## config.mk

```make
export PLATFORM = sky130hd
export DESIGN_NAME = ctsa_ctrl
export DESIGN_NICKNAME = d
export VERILOG_FILES = /design/src/rtl/ctsa_pkg.sv /design/src/rtl/ctsa_lowest_sel.sv /design/src/rtl/ctsa_ctrl.sv
export VERILOG_INCLUDE_DIRS = /design/src /design/src/rtl
export SDC_FILE = /design/constraint.sdc
export NUM_CORES = 1
export LEC_CHECK = 0
export CAP_MARGIN = 20
export CORE_MARGIN = 3
export CORE_UTILIZATION = 61
export CTS_BUF_LIST = sky130_fd_sc_hd__clkbuf_2 sky130_fd_sc_hd__clkbuf_4 sky130_fd_sc_hd__clkbuf_8
export CTS_CLUSTER_SIZE = 40
export DETAILED_ROUTE_END_ITERATION = 7
export DONT_BUFFER_PORTS = 1
export PLACE_DENSITY_LB_ADDON = 0.2
export SLEW_MARGIN = 40
export SYNTH_ARGS = -nofsm -noshare
export SYNTH_HDL_FRONTEND = slang
export SYNTH_SLANG_ARGS = --single-unit
```

## constraint.sdc

```tcl
create_clock -name clk_sys_in -period 3.4 [get_ports clk_sys_in]
set_clock_uncertainty 0.05 [all_clocks]
set_input_delay 0.68 -clock clk_sys_in [delete_from_list [all_inputs] [get_ports clk_sys_in]]
set_output_delay 0.68 -clock clk_sys_in [all_outputs]
set_load 0.01 [all_outputs]
```

## src/rtl/ctsa_consts.svh

```systemverilog
// register offsets, field positions and reset values of the tx select / abort / filter block
`ifndef CTSA_CONSTS_SVH
`define CTSA_CONSTS_SVH

`define CTSA_ADDR_W         4
`define CTSA_OFF_ABORT_ACK  4'h0
`define CTSA_OFF_TX_SEL     4'h1
`define CTSA_OFF_FILT_CTRL  4'h2
`define CTSA_OFF_MODE       4'h3
`define CTSA_OFF_TX_FLAGS   4'h4
`define CTSA_OFF_ABORT_REQ  4'h5
`define CTSA_OFF_IRQ_STAT   4'h6
`define CTSA_OFF_IRQ_MASK   4'h7

`define CTSA_FORG_LSB       4
`define CTSA_FORG_MSB       5
`define CTSA_HIT_LSB        0
`define CTSA_HIT_MSB        2

`define CTSA_MODE_INIT_REQUEST    0
`define CTSA_MODE_INIT_ACKNOWLEDGE    1

`define CTSA_IRQ_ABORT      0
`define CTSA_IRQ_SENT       1
`define CTSA_IRQ_RXLOAD     2

`define CTSA_RST_SLOTS      3'h0
`define CTSA_RST_EMPTY      3'h7
`define CTSA_RST_FORG       2'h0
`define CTSA_RST_HIT        3'h0
`define CTSA_RST_IRQ        3'h0

`endif

```

## src/rtl/ctsa_pkg.sv

```systemverilog
// types shared by the tx select / abort / filter block
package ctsa_pkg;

  typedef enum logic [1:0] {
    CTSA_ORG_2X32,
    CTSA_ORG_4X16,
    CTSA_ORG_8X8,
    CTSA_ORG_CLOSED
  } ctsa_forg_t;

  // register bus request
  typedef struct packed {
    logic [3:0] addr;
    logic [7:0] wdata;
    logic       wr;
    logic       rd;
  } ctsa_bus_req_t;

  // shared transmit window access from the cpu side
  typedef struct packed {
    logic       rd;
    logic       wr;
  } ctsa_win_req_t;

  // protocol engine report, one bit per transmit slot
  typedef struct packed {
    logic [2:0] sent;
    logic [2:0] aborted;
  } ctsa_tx_evt_t;

  // receive fifo shift into foreground buffer
  typedef struct packed {
    logic       shift;
    logic [2:0] hit;
  } ctsa_rx_evt_t;

endpackage

```

## src/rtl/ctsa_lowest_sel.sv

```systemverilog
// isolates the lowest set bit of a select vector and encodes its index
`timescale 1ns/1ps
module ctsa_lowest_sel #(
  parameter int N = 3
) (
  // select vector
  input  wire logic [N-1:0]         vec_in,
  // lowest bit only, index and any-set
  output logic      [N-1:0]         onehot_out,
  output logic      [$clog2(N)-1:0] index_out,
  output logic                      any_out
);

  logic [N:0] seen;

  assign seen[0] = 1'b0;

  genvar gi;
  generate
    for (gi = 0; gi < N; gi++) begin : g_low
      assign onehot_out[gi] = vec_in[gi] & ~seen[gi];
      assign seen[gi+1]     = seen[gi] | vec_in[gi];
    end
  endgenerate

  always_comb begin
    index_out = '0;
    for (int i = N - 1; i >= 0; i--) begin
      if (vec_in[i]) begin
        index_out = i[$clog2(N)-1:0];
      end
    end
  end

  assign any_out = seen[N];

endmodule

```

## src/rtl/ctsa_ctrl.sv

```systemverilog
// tx slot selector, abort acknowledge flags and acceptance filter control
//
// The address-and-strobe port and the placing of the registers were decided locally.
`timescale 1ns/1ps
`include "ctsa_consts.svh"

module ctsa_ctrl #(
  parameter int SLOTS = 3
) (
  // clock and reset
  input  wire logic                      clk_sys_in,
  input  wire logic                      rstn_in,
  // register port
  input  wire ctsa_pkg::ctsa_bus_req_t   bus_in,
  output logic      [7:0]                rdata_out,
  // init handshake with the protocol engine
  input  wire logic                      init_acknowledge_in,
  output logic                           init_request_out,
  // shared transmit window
  input  wire ctsa_pkg::ctsa_win_req_t   win_in,
  output logic                           win_grant_out,
  output logic      [1:0]                win_slot_out,
  // protocol engine transmit side
  input  wire ctsa_pkg::ctsa_tx_evt_t    tx_evt_in,
  input  wire logic [SLOTS-1:0]          tx_started_in,
  output logic      [SLOTS-1:0]          transmit_slot_empty_out,
  output logic      [SLOTS-1:0]          abort_request_bit_out,
  // receive side
  input  wire ctsa_pkg::ctsa_rx_evt_t    rx_evt_in,
  output logic                           rx_load_out,
  output ctsa_pkg::ctsa_forg_t           filter_organisation_out,
  // interrupt
  output logic                           irq_out
);
  import ctsa_pkg::*;

  // ----------------------------------------------------------------
  // state
  // ----------------------------------------------------------------
  logic [SLOTS-1:0] abort_ack_reg;
  logic [SLOTS-1:0] tx_sel_reg;
  logic [SLOTS-1:0] empty_reg;
  logic [SLOTS-1:0] abort_req_reg;
  ctsa_forg_t       forg_reg;
  logic [2:0]       hit_reg;
  logic             init_rq_reg;
  logic [2:0]       irq_stat_reg;
  logic [2:0]       irq_mask_reg;
  logic [7:0]       rdata_reg;

  // ----------------------------------------------------------------
  // next values
  // ----------------------------------------------------------------
  logic [SLOTS-1:0] abort_ack_next;
  logic [SLOTS-1:0] tx_sel_next;
  logic [SLOTS-1:0] empty_next;
  logic [SLOTS-1:0] abort_req_next;
  ctsa_forg_t       forg_next;
  logic [2:0]       hit_next;
  logic             init_rq_next;
  logic [2:0]       irq_stat_next;
  logic [2:0]       irq_mask_next;
  logic [7:0]       rdata_next;

  // ----------------------------------------------------------------
  // decode
  // ----------------------------------------------------------------
  logic             init_mode;
  logic             run_mode;
  logic             wr_sel;
  logic             wr_filt;
  logic             wr_mode;
  logic             wr_empty;
  logic             wr_areq;
  logic             wr_istat;
  logic             wr_imask;
  logic [SLOTS-1:0] sel_onehot;
  logic [1:0]       sel_index;
  logic             sel_any;
  logic [SLOTS-1:0] empty_clr;
  logic [SLOTS-1:0] empty_set;
  logic [SLOTS-1:0] abort_grant;
  logic             rx_accept;
  logic [SLOTS-1:0] sent_evt;
  logic [SLOTS-1:0] abort_pending;
  logic             sel_free;
  logic             win_req;

  // both bits high is init; both low is normal; mixed states are in transit
  assign init_mode = init_rq_reg & init_acknowledge_in;
  assign run_mode  = ~init_rq_reg & ~init_acknowledge_in;

  // strobes are one cycle wide, so decodes need no edge detection
  assign wr_sel   = bus_in.wr && bus_in.addr == `CTSA_OFF_TX_SEL;
  assign wr_filt  = bus_in.wr && bus_in.addr == `CTSA_OFF_FILT_CTRL;
  assign wr_mode  = bus_in.wr && bus_in.addr == `CTSA_OFF_MODE;
  assign wr_empty = bus_in.wr && bus_in.addr == `CTSA_OFF_TX_FLAGS;
  assign wr_areq  = bus_in.wr && bus_in.addr == `CTSA_OFF_ABORT_REQ;
  assign wr_istat = bus_in.wr && bus_in.addr == `CTSA_OFF_IRQ_STAT;
  assign wr_imask = bus_in.wr && bus_in.addr == `CTSA_OFF_IRQ_MASK;

  ctsa_lowest_sel #(
    .N (SLOTS)
  ) u_low (
    .vec_in     (tx_sel_reg),
    .onehot_out (sel_onehot),
    .index_out  (sel_index),
    .any_out    (sel_any)
  );

  // ----------------------------------------------------------------
  // transmit slots
  // ----------------------------------------------------------------
  // a success report on an already empty slot is stale and must not touch it
  assign sent_evt      = tx_evt_in.sent & ~empty_reg;
  assign abort_pending = abort_req_reg & ~empty_reg;

  // grant only when still pending and not started, or the engine reports
  // the attempt failed (aborted event with request pending)
  assign abort_grant = abort_pending & (~tx_started_in | tx_evt_in.aborted);

  // cpu clears empty by writing one to it, mirroring a scheduling request
  assign empty_clr = (wr_empty && run_mode) ? bus_in.wdata[SLOTS-1:0] & empty_reg
                                            : '0;
  assign empty_set = sent_evt | abort_grant;

  always_comb begin
    empty_next     = empty_reg;
    abort_ack_next = abort_ack_reg;
    abort_req_next = abort_req_reg;
    for (int i = 0; i < SLOTS; i++) begin
      if (empty_set[i]) begin
        empty_next[i]     = 1'b1;
        abort_req_next[i] = 1'b0;
        if (abort_grant[i]) begin
          abort_ack_next[i] = 1'b1;
        end else begin
          abort_ack_next[i] = 1'b0;
        end
      end else if (empty_clr[i]) begin
        empty_next[i]     = 1'b0;
        abort_ack_next[i] = 1'b0;
      end
      // request accepted only for scheduled slots; writing zero never clears
      if (wr_areq && run_mode && bus_in.wdata[i] && !empty_reg[i] && !empty_set[i]) begin
        abort_req_next[i] = 1'b1;
      end
    end
    // init wins over any same-cycle event on ack and request bits; empty flags still take the event; the engine is frozen then anyway
    if (init_mode) begin
      abort_ack_next = `CTSA_RST_SLOTS;
      abort_req_next = `CTSA_RST_SLOTS;
    end
  end

  // flags come up empty so no slot looks scheduled after reset
  always_ff @(posedge clk_sys_in) begin
    if (!rstn_in) begin
      empty_reg     <= `CTSA_RST_EMPTY;
      abort_ack_reg <= `CTSA_RST_SLOTS;
      abort_req_reg <= `CTSA_RST_SLOTS;
    end else begin
      empty_reg     <= empty_next;
      abort_ack_reg <= abort_ack_next;
      abort_req_reg <= abort_req_next;
    end
  end

  // ----------------------------------------------------------------
  // selector and shared window
  // ----------------------------------------------------------------
  always_comb begin
    tx_sel_next = tx_sel_reg;
    if (init_mode) begin
      tx_sel_next = `CTSA_RST_SLOTS;
    // writes during the mixed init states are dropped, not deferred
    end else if (wr_sel && run_mode) begin
      tx_sel_next = bus_in.wdata[SLOTS-1:0];
    end
  end

  always_ff @(posedge clk_sys_in) begin
    if (!rstn_in) begin
      tx_sel_reg <= `CTSA_RST_SLOTS;
    end else begin
      tx_sel_reg <= tx_sel_next;
    end
  end

  // a scheduled slot belongs to the engine; touching it would corrupt the frame
  assign win_req       = win_in.rd | win_in.wr;
  assign sel_free      = |(sel_onehot & empty_reg);
  assign win_slot_out  = sel_index;
  assign win_grant_out = win_req & sel_any & sel_free;

  // ----------------------------------------------------------------
  // acceptance filter control
  // ----------------------------------------------------------------
  // hit index moves only with an accepted shift, so it names the foreground message
  assign rx_accept = rx_evt_in.shift && forg_reg != CTSA_ORG_CLOSED;

  always_comb begin
    forg_next = forg_reg;
    hit_next  = hit_reg;
    if (wr_filt && init_mode) begin
      forg_next = ctsa_forg_t'(bus_in.wdata[`CTSA_FORG_MSB:`CTSA_FORG_LSB]);
    end
    if (rx_accept) begin
      hit_next = rx_evt_in.hit;
    end
  end

  always_ff @(posedge clk_sys_in) begin
    if (!rstn_in) begin
      forg_reg <= ctsa_forg_t'(`CTSA_RST_FORG);
      hit_reg  <= `CTSA_RST_HIT;
    end else begin
      forg_reg <= forg_next;
      hit_reg  <= hit_next;
    end
  end

  assign rx_load_out             = rx_accept;
  assign filter_organisation_out = forg_reg;

  // ----------------------------------------------------------------
  // mode and interrupts
  // ----------------------------------------------------------------
  always_comb begin
    init_rq_next  = init_rq_reg;
    irq_stat_next = irq_stat_reg;
    irq_mask_next = irq_mask_reg;
    // no ack check here: the engine owns the handshake timing
    if (wr_mode) begin
      init_rq_next = bus_in.wdata[`CTSA_MODE_INIT_REQUEST];
    end
    if (wr_imask) begin
      irq_mask_next = bus_in.wdata[2:0];
    end
    if (wr_istat) begin
      irq_stat_next = irq_stat_reg & ~bus_in.wdata[2:0];
    end
    // events after the clear so a same-cycle set wins
    if (|abort_grant) begin
      irq_stat_next[`CTSA_IRQ_ABORT] = 1'b1;
    end
    if (|sent_evt) begin
      irq_stat_next[`CTSA_IRQ_SENT] = 1'b1;
    end
    if (rx_accept) begin
      irq_stat_next[`CTSA_IRQ_RXLOAD] = 1'b1;
    end
  end

  always_ff @(posedge clk_sys_in) begin
    if (!rstn_in) begin
      init_rq_reg  <= 1'b0;
      irq_stat_reg <= `CTSA_RST_IRQ;
      irq_mask_reg <= `CTSA_RST_IRQ;
    end else begin
      init_rq_reg  <= init_rq_next;
      irq_stat_reg <= irq_stat_next;
      irq_mask_reg <= irq_mask_next;
    end
  end

  assign init_request_out        = init_rq_reg;
  // level output; software drops it by writing ones to the status word
  assign irq_out                 = |(irq_stat_reg & irq_mask_reg);
  assign transmit_slot_empty_out = empty_reg;
  assign abort_request_bit_out   = abort_req_reg;

  // ----------------------------------------------------------------
  // read path
  // ----------------------------------------------------------------
  always_comb begin
    rdata_next = 8'h00;
    if (bus_in.rd) begin
      unique case (bus_in.addr)
        `CTSA_OFF_ABORT_ACK: begin
          rdata_next[SLOTS-1:0] = abort_ack_reg;
        end
        `CTSA_OFF_TX_SEL: begin
          rdata_next[SLOTS-1:0] = sel_onehot;
        end
        `CTSA_OFF_FILT_CTRL: begin
          rdata_next[`CTSA_FORG_MSB:`CTSA_FORG_LSB] = forg_reg;
          rdata_next[`CTSA_HIT_MSB:`CTSA_HIT_LSB]   = hit_reg;
        end
        `CTSA_OFF_MODE: begin
          rdata_next[`CTSA_MODE_INIT_REQUEST] = init_rq_reg;
          rdata_next[`CTSA_MODE_INIT_ACKNOWLEDGE] = init_acknowledge_in;
        end
        `CTSA_OFF_TX_FLAGS: begin
          rdata_next[SLOTS-1:0] = empty_reg;
        end
        `CTSA_OFF_ABORT_REQ: begin
          rdata_next[SLOTS-1:0] = abort_req_reg;
        end
        `CTSA_OFF_IRQ_STAT: begin
          rdata_next[2:0] = irq_stat_reg;
        end
        `CTSA_OFF_IRQ_MASK: begin
          rdata_next[2:0] = irq_mask_reg;
        end
        // unmapped offsets read as zero; there is no bus error path
        default: begin
          rdata_next = 8'h00;
        end
      endcase
    end
  end

  always_ff @(posedge clk_sys_in) begin
    if (!rstn_in) begin
      rdata_reg <= 8'h00;
    end else begin
      rdata_reg <= rdata_next;
    end
  end

  // registered so read data stand exactly one cycle after the strobe
  assign rdata_out = rdata_reg;

endmodule

```

[Yosys cells after proc, flatten, opt, wreduce, memory -nomap -nowiden]
Index checks and enable logic that the tools add are counted.
Word-level totals
  flip-flop bits (word level): 32
  input bits: 32
  output and inout bits: 22
  logic and storage cells: 126
Cells by class
  equal/unequal tests: 8
  muxes and demuxes: 25
  bitwise gates (word level): 26
  reduce and logical (&&, ||, !) cells: 47
Operator list (count)
  $and 3x3->3: 7
  $logic_and 1x1->1: 21
  $mux 1: 18
  $reduce_bool 2->1: 9
  $eq 4x3->1 const B: 4
  $pmux 2 s8: 1
  $reduce_or 3->1: 4
  $not 3->3: 3
  $eq 4x2->1 const B: 2
  $reduce_or 2->1: 4
  $pmux 1 s7: 1
  $and 1x1->1: 6
  $logic_not 1->1: 6
  $mux 2: 3
  $mux 3: 2
  $or 3x3->3: 2
  $not 1->1: 5
  $eq 4x1->1 const B: 1
  $logic_not 4->1: 1
  $or 1x1->1: 3
  $reduce_and 3->1: 1
  $ne 2x2->1 const B: 1
  $reduce_and 2->1: 1

[Depth between registers and ports, before layout]
Gate-level depths: netlist of run 1.
  depth in word-level cells: 7
  depth in mapped cells: 6
  depth with buffers taken out: 4

[Modules after synthesis]
Synthesis of run 1 repeated with hierarchy kept, for this count alone.
Unflattened totals
  cell total of the unflattened synthesis: 184
  area, all modules: 1611.5 um^2
By module, submodules not included
  ctsa_ctrl: instances 1, cells each 178, area each 1566.5 um^2, sequential area each 580.6 um^2
  ctsa_lowest_sel: instances 1, cells each 6, area each 45.0 um^2, sequential area each 0.0 um^2

[Worst setup path after synthesis of run 1]
No wires, ideal clock.
  path kind: input-to-output
  start: input port rx_evt_in[3] in the netlist's numbering
  end: output port rx_load_out
  arrival time: 1.140 ns
  required time: 2.670 ns
  setup slack: 1.530 ns
  stages: 1
  buffers on the path: 0
  path through: a21boi_1
Between the ends
  longest elaborated chain between the ends: 1
Ends and longest elaborated chain
  start, declared: line ctsa_ctrl.sv:29  | input wire ctsa_pkg::ctsa_rx_evt_t rx_evt_in,
  $logic_and 1x1->1: line ctsa_ctrl.sv:200  | assign rx_accept = rx_evt_in.shift && forg_reg != CTSA_ORG_CLOSED;
  end, declared: line ctsa_ctrl.sv:30  | output logic rx_load_out,
Every way passes these cells.

[Worst setup path in the final report of run 1]
  start: register empty_reg[2] (netlist: transmit_slot_empty_out[2])
  end: output port win_grant_out
Between the ends
  longest elaborated chain between the ends: 3
Ends and longest elaborated chain
  start, declared: line ctsa_ctrl.sv:42  | logic [SLOTS-1:0] empty_reg;
  start signal, assigned: line ctsa_ctrl.sv:159  | empty_reg <= `CTSA_RST_EMPTY;
  start signal, assigned: line ctsa_ctrl.sv:163  | empty_reg <= empty_next;
  $and 3x3->3: line ctsa_ctrl.sv:192  | assign sel_free = |(sel_onehot & empty_reg);
  $reduce_or 3->1: line ctsa_ctrl.sv:192
  $and 1x1->1: line ctsa_ctrl.sv:194  | assign win_grant_out = win_req & sel_any & sel_free;
  end, declared: line ctsa_ctrl.sv:21  | output logic win_grant_out,
Every way passes these cells.

==> flow_summary.yaml, run 1 <==
die:
  fp.dieW_um: 56.19
  io_pins: 54
  coreArea_um2: 2297
  die_h_um: 56.19
  initial_core_util_pct: 66.88
  fp-row-count: 17
  die-area_um2: 3157
placement:
  io_buffers: 0
  dpl_worst_slack_ns: 1.447
  routabilityCongestion: 0.8937
  placed_cell_area_um2: 1518
  dp_hpwl_um: 2725
setup_path:
  worstSetupPathType: "flop to primary output"
  crit_required_ns: 2.67
  arrival_ns: 1.49
  critPathMaxFanout: 8
  worst_setup_path_end_kind: "primary output"
  startpoint_type: "flop"
  reg2regPathDepth: 4
timing:
  slew_viol_final: 0
  finalSetupViolations: 0
  fmax_mhz: 449.9
  fin_crit_sh_pct: 65.37
  hold_viol: 0
  slew_headroom_pct: 55.03
  tightest_slew_ns: 0.6731
  setup_ws_ns: 1.177
  fin_crit_ns: 2.223
  rsz0062_at_grt: "no"
  tns_ns: 0
clocking:
  ctsHoldBuffers: 0
  cts.sinks: 29
  cts_buffers: 5
  cts_buffer_depth: 2
  cts_tree: "yes"
  post_cts_resized: 0
  clkTransAtPathRegs_ns: 0.09
  ctsHtreeMaxLevel: 2
  post_cts_buffers: 0
  root_buffer: "clkbuf_4"
  insertion_delay_ns: 0.33
yosys:
  synth_mux_area_share_pct: 8.550
  yosysUniqueCellTypes: 47
  syn_area_um2: 1536
  yosys_warnings: 0
  yosys.area.top_type: "dfxtp_1"
  synthArstFlopShare_pct: 0
  synth-compound-area-share_pct: 21.99
  netlist_top_cells_count: "29 x dfxtp_1, 21 x nor2_1, 20 x nand2_1"
  synth_edf_count: 0
  synthSimpleGateAreaFrac_pct: 24.02
  synth_area_leaders: "dfxtp_1 38%, mux2i_1 7.8%, nor2_1 5.1%"
  yosysMostFrequentCell: "dfxtp_1"
  synth_top_area_share_pct: 37.79
  syn_avg_cell_area_um2: 8.442
  synthXorXnorAreaFrac_pct: 0
  synthCells: 182
  synth_fa_ha_area_share_pct: 0
  yosysSeqAreaShare_pct: 37.79
  ys_ff_latch: 29
  synth_top_family_by_area: "simple AND/OR/NAND/NOR gates"
  synthFlopType: "dfxtp_1"
route:
  drc: 0
  dr.pass1.iters: 4
  vias: 1378
  ant_nets: 0
  routed_via_density: 6.531
  wl_per_cell_um: 17.27
  drtIter0Drc: 57
  drt_wl_total_um: 3645
layout:
  antenna_cells: 0
  drive_gt1_share_pct: 8.743
  final_nets: 215
  regArea_um2: 580.6
  syn2layout_area_growth_pct: 2.606
  multiInputGateArea_um2: 849.6
  largest_register_ffs: 5
  finalInstanceArea_um2: 1577
  final.fill_count: 197
global_routing:
  grt_pass1_vias: 1280
  antenna_found_initial: 0
  grt_util_all_layers_pct: 24.27
  grt_max_degree: 19
  grt_pass1_wl_um: 6009
  grt_overflow: 0
pwr:
  power_leakage_nw: 0.6516
  comb_power_share_pct: 6.8
  switching_share_pct: 23.45
  p_per_area_nw_per_um2: 387.2
  p_total_w: 0.0006105
  power.internal_w: 0.0004673
  power.share.sequential_pct: 57.1
  power.switching_w: 0.0001431
  clkPwrFrac_pct: 36.1
  vdd_drop_max_mv: 0.3358
flow_run:
  max-cap-violations: 0
min_path:
  holdPathStages: 1
  hp-class: "input pin to flop"
run_status:
  status: "finished clean"
## power groups by stage
stage          sequential [W]  combinational [W]  clock [W]
2_1_floorplan        0.000355          0.0000462          0
3_3_place_gp         0.000356          0.0000403          0
3_5_place_dp         0.000357          0.0000411          0
4_1_cts              0.000349          0.0000413   0.000221
5_1_grt              0.000349          0.0000458   0.000234
6_report             0.000349          0.0000412   0.000221
## path summary, 6_finish.rpt
path	start	to	slack [ns]
hold reg to reg	hit_reg[2]	hit_reg[2]	0.46
setup / recovery	transmit_slot_empty_out[2]	win_grant_out	1.18
hold / removal	rstn_in	irq_stat_reg[1]	0.42
setup reg to reg	init_request_out	transmit_slot_empty_out[2]	1.78
## worst max-delay path, cell delays in order, from the launching register on
cell and delay [ns]:
dfxtp_1 0.54, nand2_1 0.08, o21ai_0 0.15, nor2_1 0.05
a211oi_1 0.35
## cells in the final DEF (no fill, tap or decap), drive strengths merged, types with 4 or more instances in the layout
cell,n
clkbuf,7
nor2,21
mux2i,12
inv,14
a31oi,4
o21ai,7
dfxtp,29
a211oi,4
nand3b,4
nor3,6
o22ai,4
nand2,21
a21oi,8
## kinds of logic after synthesis
group,Yosys count
other cells,1
compound gates,48
flops,29
mux,13
buf+inv,22
simple gates,69
## per-stage QoR
| stage | cells | hold WS (ns) | util, % |
|---|---|---|---|
| 2_1_floorplan | 184 | 0.4100 | - |
| 3_3_place_gp | 204 | 0.4340 | 66.07 |
| 3_5_place_dp | 204 | 0.4452 | 66.07 |
| 4_1_cts | 211 | 0.4119 | 68.63 |
| 5_1_grt | 211 | 0.4168 | 68.63 |
| 6_report | 211 | 0.4186 | 68.63 |
## final cells by class
| cell class | count | area share, % |
|---|---|---|
| Clock buffer | 7 | 3.730 |
| Sequential cell | 29 | 36.83 |
| Tap cell | 28 | 2.222 |
| Multi-Input combinational cell | 133 | 53.89 |
| Inverter | 14 | 3.333 |
## per-layer routing
layer / up-vias / GRT usage, % / part of all wire, %
li1: 643 / - / -
met1: 636 / 30.68 / 40
met2: 83 / 36.39 / 44
met3: 16 / 9.745 / 14
met4: 0 / 10.17 / 2.5
met5: - / 0 / 0
(Power assumes the default switching activity.)
==> inputs of run 2 (changes only) <==
Settings changed: CORE_UTILIZATION 61 to 59.
Clock period 3.4 ns to 1.8 ns, I/O delays scaled along.
==> flow_summary.yaml, run 2 (same netlist as run 1, synthesis figures left out) <==
setup_path:
  slowest_stage: "dfxtp_1"
  crit_required_ns: 1.39
  startpoint_type: "flop"
  critical-path-top-delay-family: "flip-flops"
  worstSetupPathType: "flop to primary output"
  slowest_delay_ns: 0.49
  worst_setup_path_end_kind: "primary output"
  critPathMaxFanout: 7
  arrival_ns: 1.25
  cp_num_buf_inv: 1
  cp_cell_sequence: "inv_1 > a211oi_2"
route:
  ant_nets: 0
  dr.pass1.iters: 8
  drt_wl_total_um: 3720
  drtIter0Drc: 70
  routed_via_density: 6.269
  wl_per_cell_um: 17.22
  drc: 0
  vias: 1354
layout:
  syn2layout_area_growth_pct: 5.049
  largest_register_ffs: 5
  mostFrequentLayoutCells: "28 x dfxtp_1, 21 x nor2_1, 20 x nand2_1, 14 x inv_1, 12 x mux2i_1"
  final_nets: 219
  antenna_cells: 0
  final_util_pct: 68.98
  final_common_cell: "dfxtp_1"
  drive_gt1_share_pct: 12.23
die:
  fp.dieW_um: 57.03
  initial_core_util_pct: 65.67
  io_pins: 54
  die-area_um2: 3252
  coreArea_um2: 2340
  die_h_um: 57.03
  fp-row-count: 17
clocking:
  root_buffer: "clkbuf_4"
  cts_buffer_depth: 2
  post_cts_buffers: 0
  clkTransAtPathRegs_ns: 0.09
  insertion_delay_ns: 0.32
  ctsHtreeMaxLevel: 2
  cts_tree: "yes"
  cts.sinks: 29
  cts_buffers: 5
global_routing:
  antenna_found_initial: 0
  grt_pass1_vias: 1284
  grt_max_degree: 19
  grt_pass1_wl_um: 6051
  grt_overflow: 0
  grt_util_all_layers_pct: 23.85
timing:
  fin_crit_sh_pct: 92.13
  hold_slack_ns: 0.1056
  finalSetupViolations: 0
  slew_headroom_pct: 66.01
  hold_viol: 0
  tightest_slew_ns: 0.5088
  fmax_mhz: 603.0
  slew_viol_final: 0
  tns_ns: 0
  fin_crit_ns: 1.658
  rsz0062_at_grt: "no"
placement:
  io_buffers: 0
  dp_hpwl_um: 2867
  routabilityCongestion: 0.8430
flow_run:
  max-cap-violations: 0
pwr:
  p_per_area_nw_per_um2: 708.6
  power_leakage_nw: 0.6732
  vdd_drop_max_mv: 0.5660
min_path:
  hp-class: "input pin to flop"
run_status:
  status: "finished clean"
run 2: worst register-to-register path: stages (launching register included):
cell     delay, ns
dfxtp_1       0.32
nor3_1        0.35
nor3b_2       0.34
nand2_1       0.12
a211o_1       0.30
run 2: metrics by stage:
stage	std cells	total power (W)	area (um^2)	setup WS [ns]
after floorplan	184	0.0007582	1544	0.3694
after global placement	208	0.0007534	1548	0.2577
after detailed placement	208	0.0007565	1548	0.2117
after CTS	216	0.001150	1609	0.03729
after global routing	216	0.001196	1614	0.06034
final	216	0.001144	1614	0.1416
run 2: routing by layer:
| metal | routed length, um | GRT usage [%] | part of all wire, % |
|---|---|---|---|
| met5 | 0 | 0 | 0 |
| met4 | 75 | 9.603 | 2.0 |
| met3 | 360 | 8.597 | 9.7 |
| met2 | 1742 | 38.01 | 47 |
| met1 | 1542 | 29.25 | 41 |
run 2: power by group:
group	total (W)	switching, W	internal, W
Clock	0.000400	0.000200	0.000200
Sequential	0.000658	0.00000712	0.000650
Combinational	0.0000858	0.0000490	0.0000367
run 2: final cells by class:
class / instances / area, um^2
Tap cell: 28 / 35.03
Multi-Input combinational cell: 133 / 854.6
Timing Repair Buffer: 4 / 30.03
Inverter: 14 / 52.55
Sequential cell: 29 / 581.8
Clock buffer: 8 / 60.06
Fill cell: 192 / 725.7
run 2: worst paths after layout:
check	depth (start not counted)	from	slack, ns	to
worst max-delay path	2	transmit_slot_empty_out[0]	0.14	win_grant_out
worst min-delay path	1	rstn_in	0.11	irq_stat_reg[0]
worst max register to register	4	init_request_out	0.21	transmit_slot_empty_out[0]
worst min register to register	2	hit_reg[1]	0.45	hit_reg[1]
run 2: repair_timing:
action	CTS	global route
gates resized for setup	1	1
hold buffers	0	0
endpoints found under the setup margin	1	1
==> inputs of run 3 (changes only) <==
Settings changed: CELL_PAD_IN_SITES_DETAIL_PLACEMENT set to 0, CELL_PAD_IN_SITES_GLOBAL_PLACEMENT set to 1, CORE_UTILIZATION 59 to 42.
==> flow_summary.yaml, run 3 (same netlist as run 1, synthesis figures left out) <==
layout:
  fin_cells: 235
  mostFrequentLayoutCells: "27 x dfxtp_1, 21 x nor2_1, 20 x nand2_1, 14 x inv_1, 12 x mux2i_1"
  largest_register_ffs: 5
  final_common_cell: "dfxtp_1"
  syn2layout_area_growth_pct: 9.772
  final_nets: 220
  antenna_cells: 0
  final_util_pct: 49.00
  drive_gt1_share_pct: 13.23
global_routing:
  antenna_found_initial: 0
  grt_pass1_vias: 1259
  grt_overflow: 0
  grt_pass1_wl_um: 6444
  grt_max_degree: 19
  grt_util_all_layers_pct: 19.87
setup_path:
  slowest_stage: "dfxtp_2"
  crit_start: "transmit_slot_empty_out[1]"
  worst_setup_path_end_kind: "primary output"
  critical-path-top-delay-family: "flip-flops"
  startpoint_type: "flop"
  critPathMaxFanout: 8
  crit_required_ns: 1.39
  worstSetupPathType: "flop to primary output"
  arrival_ns: 1.25
  cp_cell_sequence: "nand2_1 > o21ai_0 > nor2_1 > a211oi_2 > buf_4"
  cp_num_buf_inv: 1
  r2r_start: "init_request_out"
  slowest_delay_ns: 0.44
route:
  drtIter0Drc: 85
  vias: 1327
  routed_via_density: 5.647
  drt_wl_total_um: 4041
  ant_nets: 0
  wl_per_cell_um: 17.20
  drc: 0
  dr.pass1.iters: 5
min_path:
  min_from: "rstn_in"
  hp-class: "input pin to flop"
timing:
  rsz0062_at_grt: "no"
  hold_viol: 0
  finalSetupViolations: 0
  fin_crit_ns: 1.656
  tns_ns: 0
  slew_headroom_pct: 65.03
  setup_ws_ns: 0.1445
  tightest_slew_ns: 0.5235
  fmax_mhz: 604.0
  fin_crit_sh_pct: 91.97
  slew_viol_final: 0
clocking:
  cts_tree: "yes"
  ctsHoldBuffers: 0
  insertion_delay_ns: 0.29
  cts_buffer_depth: 2
  root_buffer: "clkbuf_8"
  clkTransAtPathRegs_ns: 0.06
  cts.sinks: 29
  ctsHtreeMaxLevel: 2
  cts_buffers: 5
  post_cts_buffers: 0
pwr:
  power.share.sequential_pct: 49.3
  power.switching_w: 0.0003040
  clkPwrFrac_pct: 44.3
  p_per_area_nw_per_um2: 793.4
  power_leakage_nw: 0.6953
  power.internal_w: 0.001034
  p_total_w: 0.001338
  vdd_drop_max_mv: 0.2670
  switching_share_pct: 22.72
  comb_power_share_pct: 6.5
die:
  coreArea_um2: 3442
  io_pins: 54
  fp.dieW_um: 66.49
  fp-row-count: 21
  die-area_um2: 4420
  initial_core_util_pct: 44.64
  die_h_um: 66.49
placement:
  post-place-cells: 227
  io_buffers: 0
  routabilityCongestion: 0.9200
  dp_hpwl_um: 3116
  dpl_worst_slack_ns: 0.2487
run_status:
  status: "finished clean"
flow_run:
  max-cap-violations: 0
run 3: changes by cell type in the layout (fill, tap and decap cells not counted):
cell	previous run	this run
buf_4	4	5
clkbuf_4	8	0
clkbuf_8	0	7
clkinv_2	0	1
dfxtp_1	28	27
dfxtp_2	1	2
run 3: path summary, 6_finish.rpt:
check                           slack (ns)                          to  depth (start not counted)
worst max-delay path                  0.14               win_grant_out                          5
worst min-delay path                  0.14             irq_stat_reg[0]                          1
worst max register to register        0.28  transmit_slot_empty_out[0]                          4
worst min register to register        0.45             irq_mask_reg[2]                          2
run 3: area by class of cell:
cell class	count	area (um^2)
Multi-Input combinational cell	133	854.6
Timing Repair Buffer	5	37.54
Sequential cell	29	583.1
Fill cell	333	1755
Clock inverter	1	5.005
Inverter	14	52.55
Clock buffer	7	96.34
Tap cell	46	57.56
run 3: what timing repair did:
item / 4_1_cts / 5_1_grt
pin swaps: 0 / 0
endpoints found under the setup margin: 1 / 1
gates resized for setup: 1 / 2
run 3: through the flow:
step           cell area, um^2  hold slack [ns]
5_1_grt                   1687           0.1343
3_5_place_dp              1578           0.4335
2_1_floorplan             1544           0.4100
6_report                  1687           0.1428
3_3_place_gp              1578           0.4325
4_1_cts                   1680           0.1367
run 3: metal layers:
metal | up-vias | track usage [%] | part of all wire (%)
li1 | 654 | - | -
met1 | 625 | 25.39 | 47
met2 | 41 | 30.11 | 45
met3 | 7 | 6.914 | 6.9
met4 | 0 | 8.376 | 1.6
met5 | - | 0 | 0
run 3: power groups by stage:
stage	combinational (W)	clock, W	sequential, W
global route	0.0000973	0.000637	0.000659
CTS	0.0000864	0.000606	0.000659
finish	0.0000866	0.000592	0.000659
global placement	0.0000855	0	0.000673
detailed placement	0.0000858	0	0.000673
floorplan	0.0000872	0	0.000671
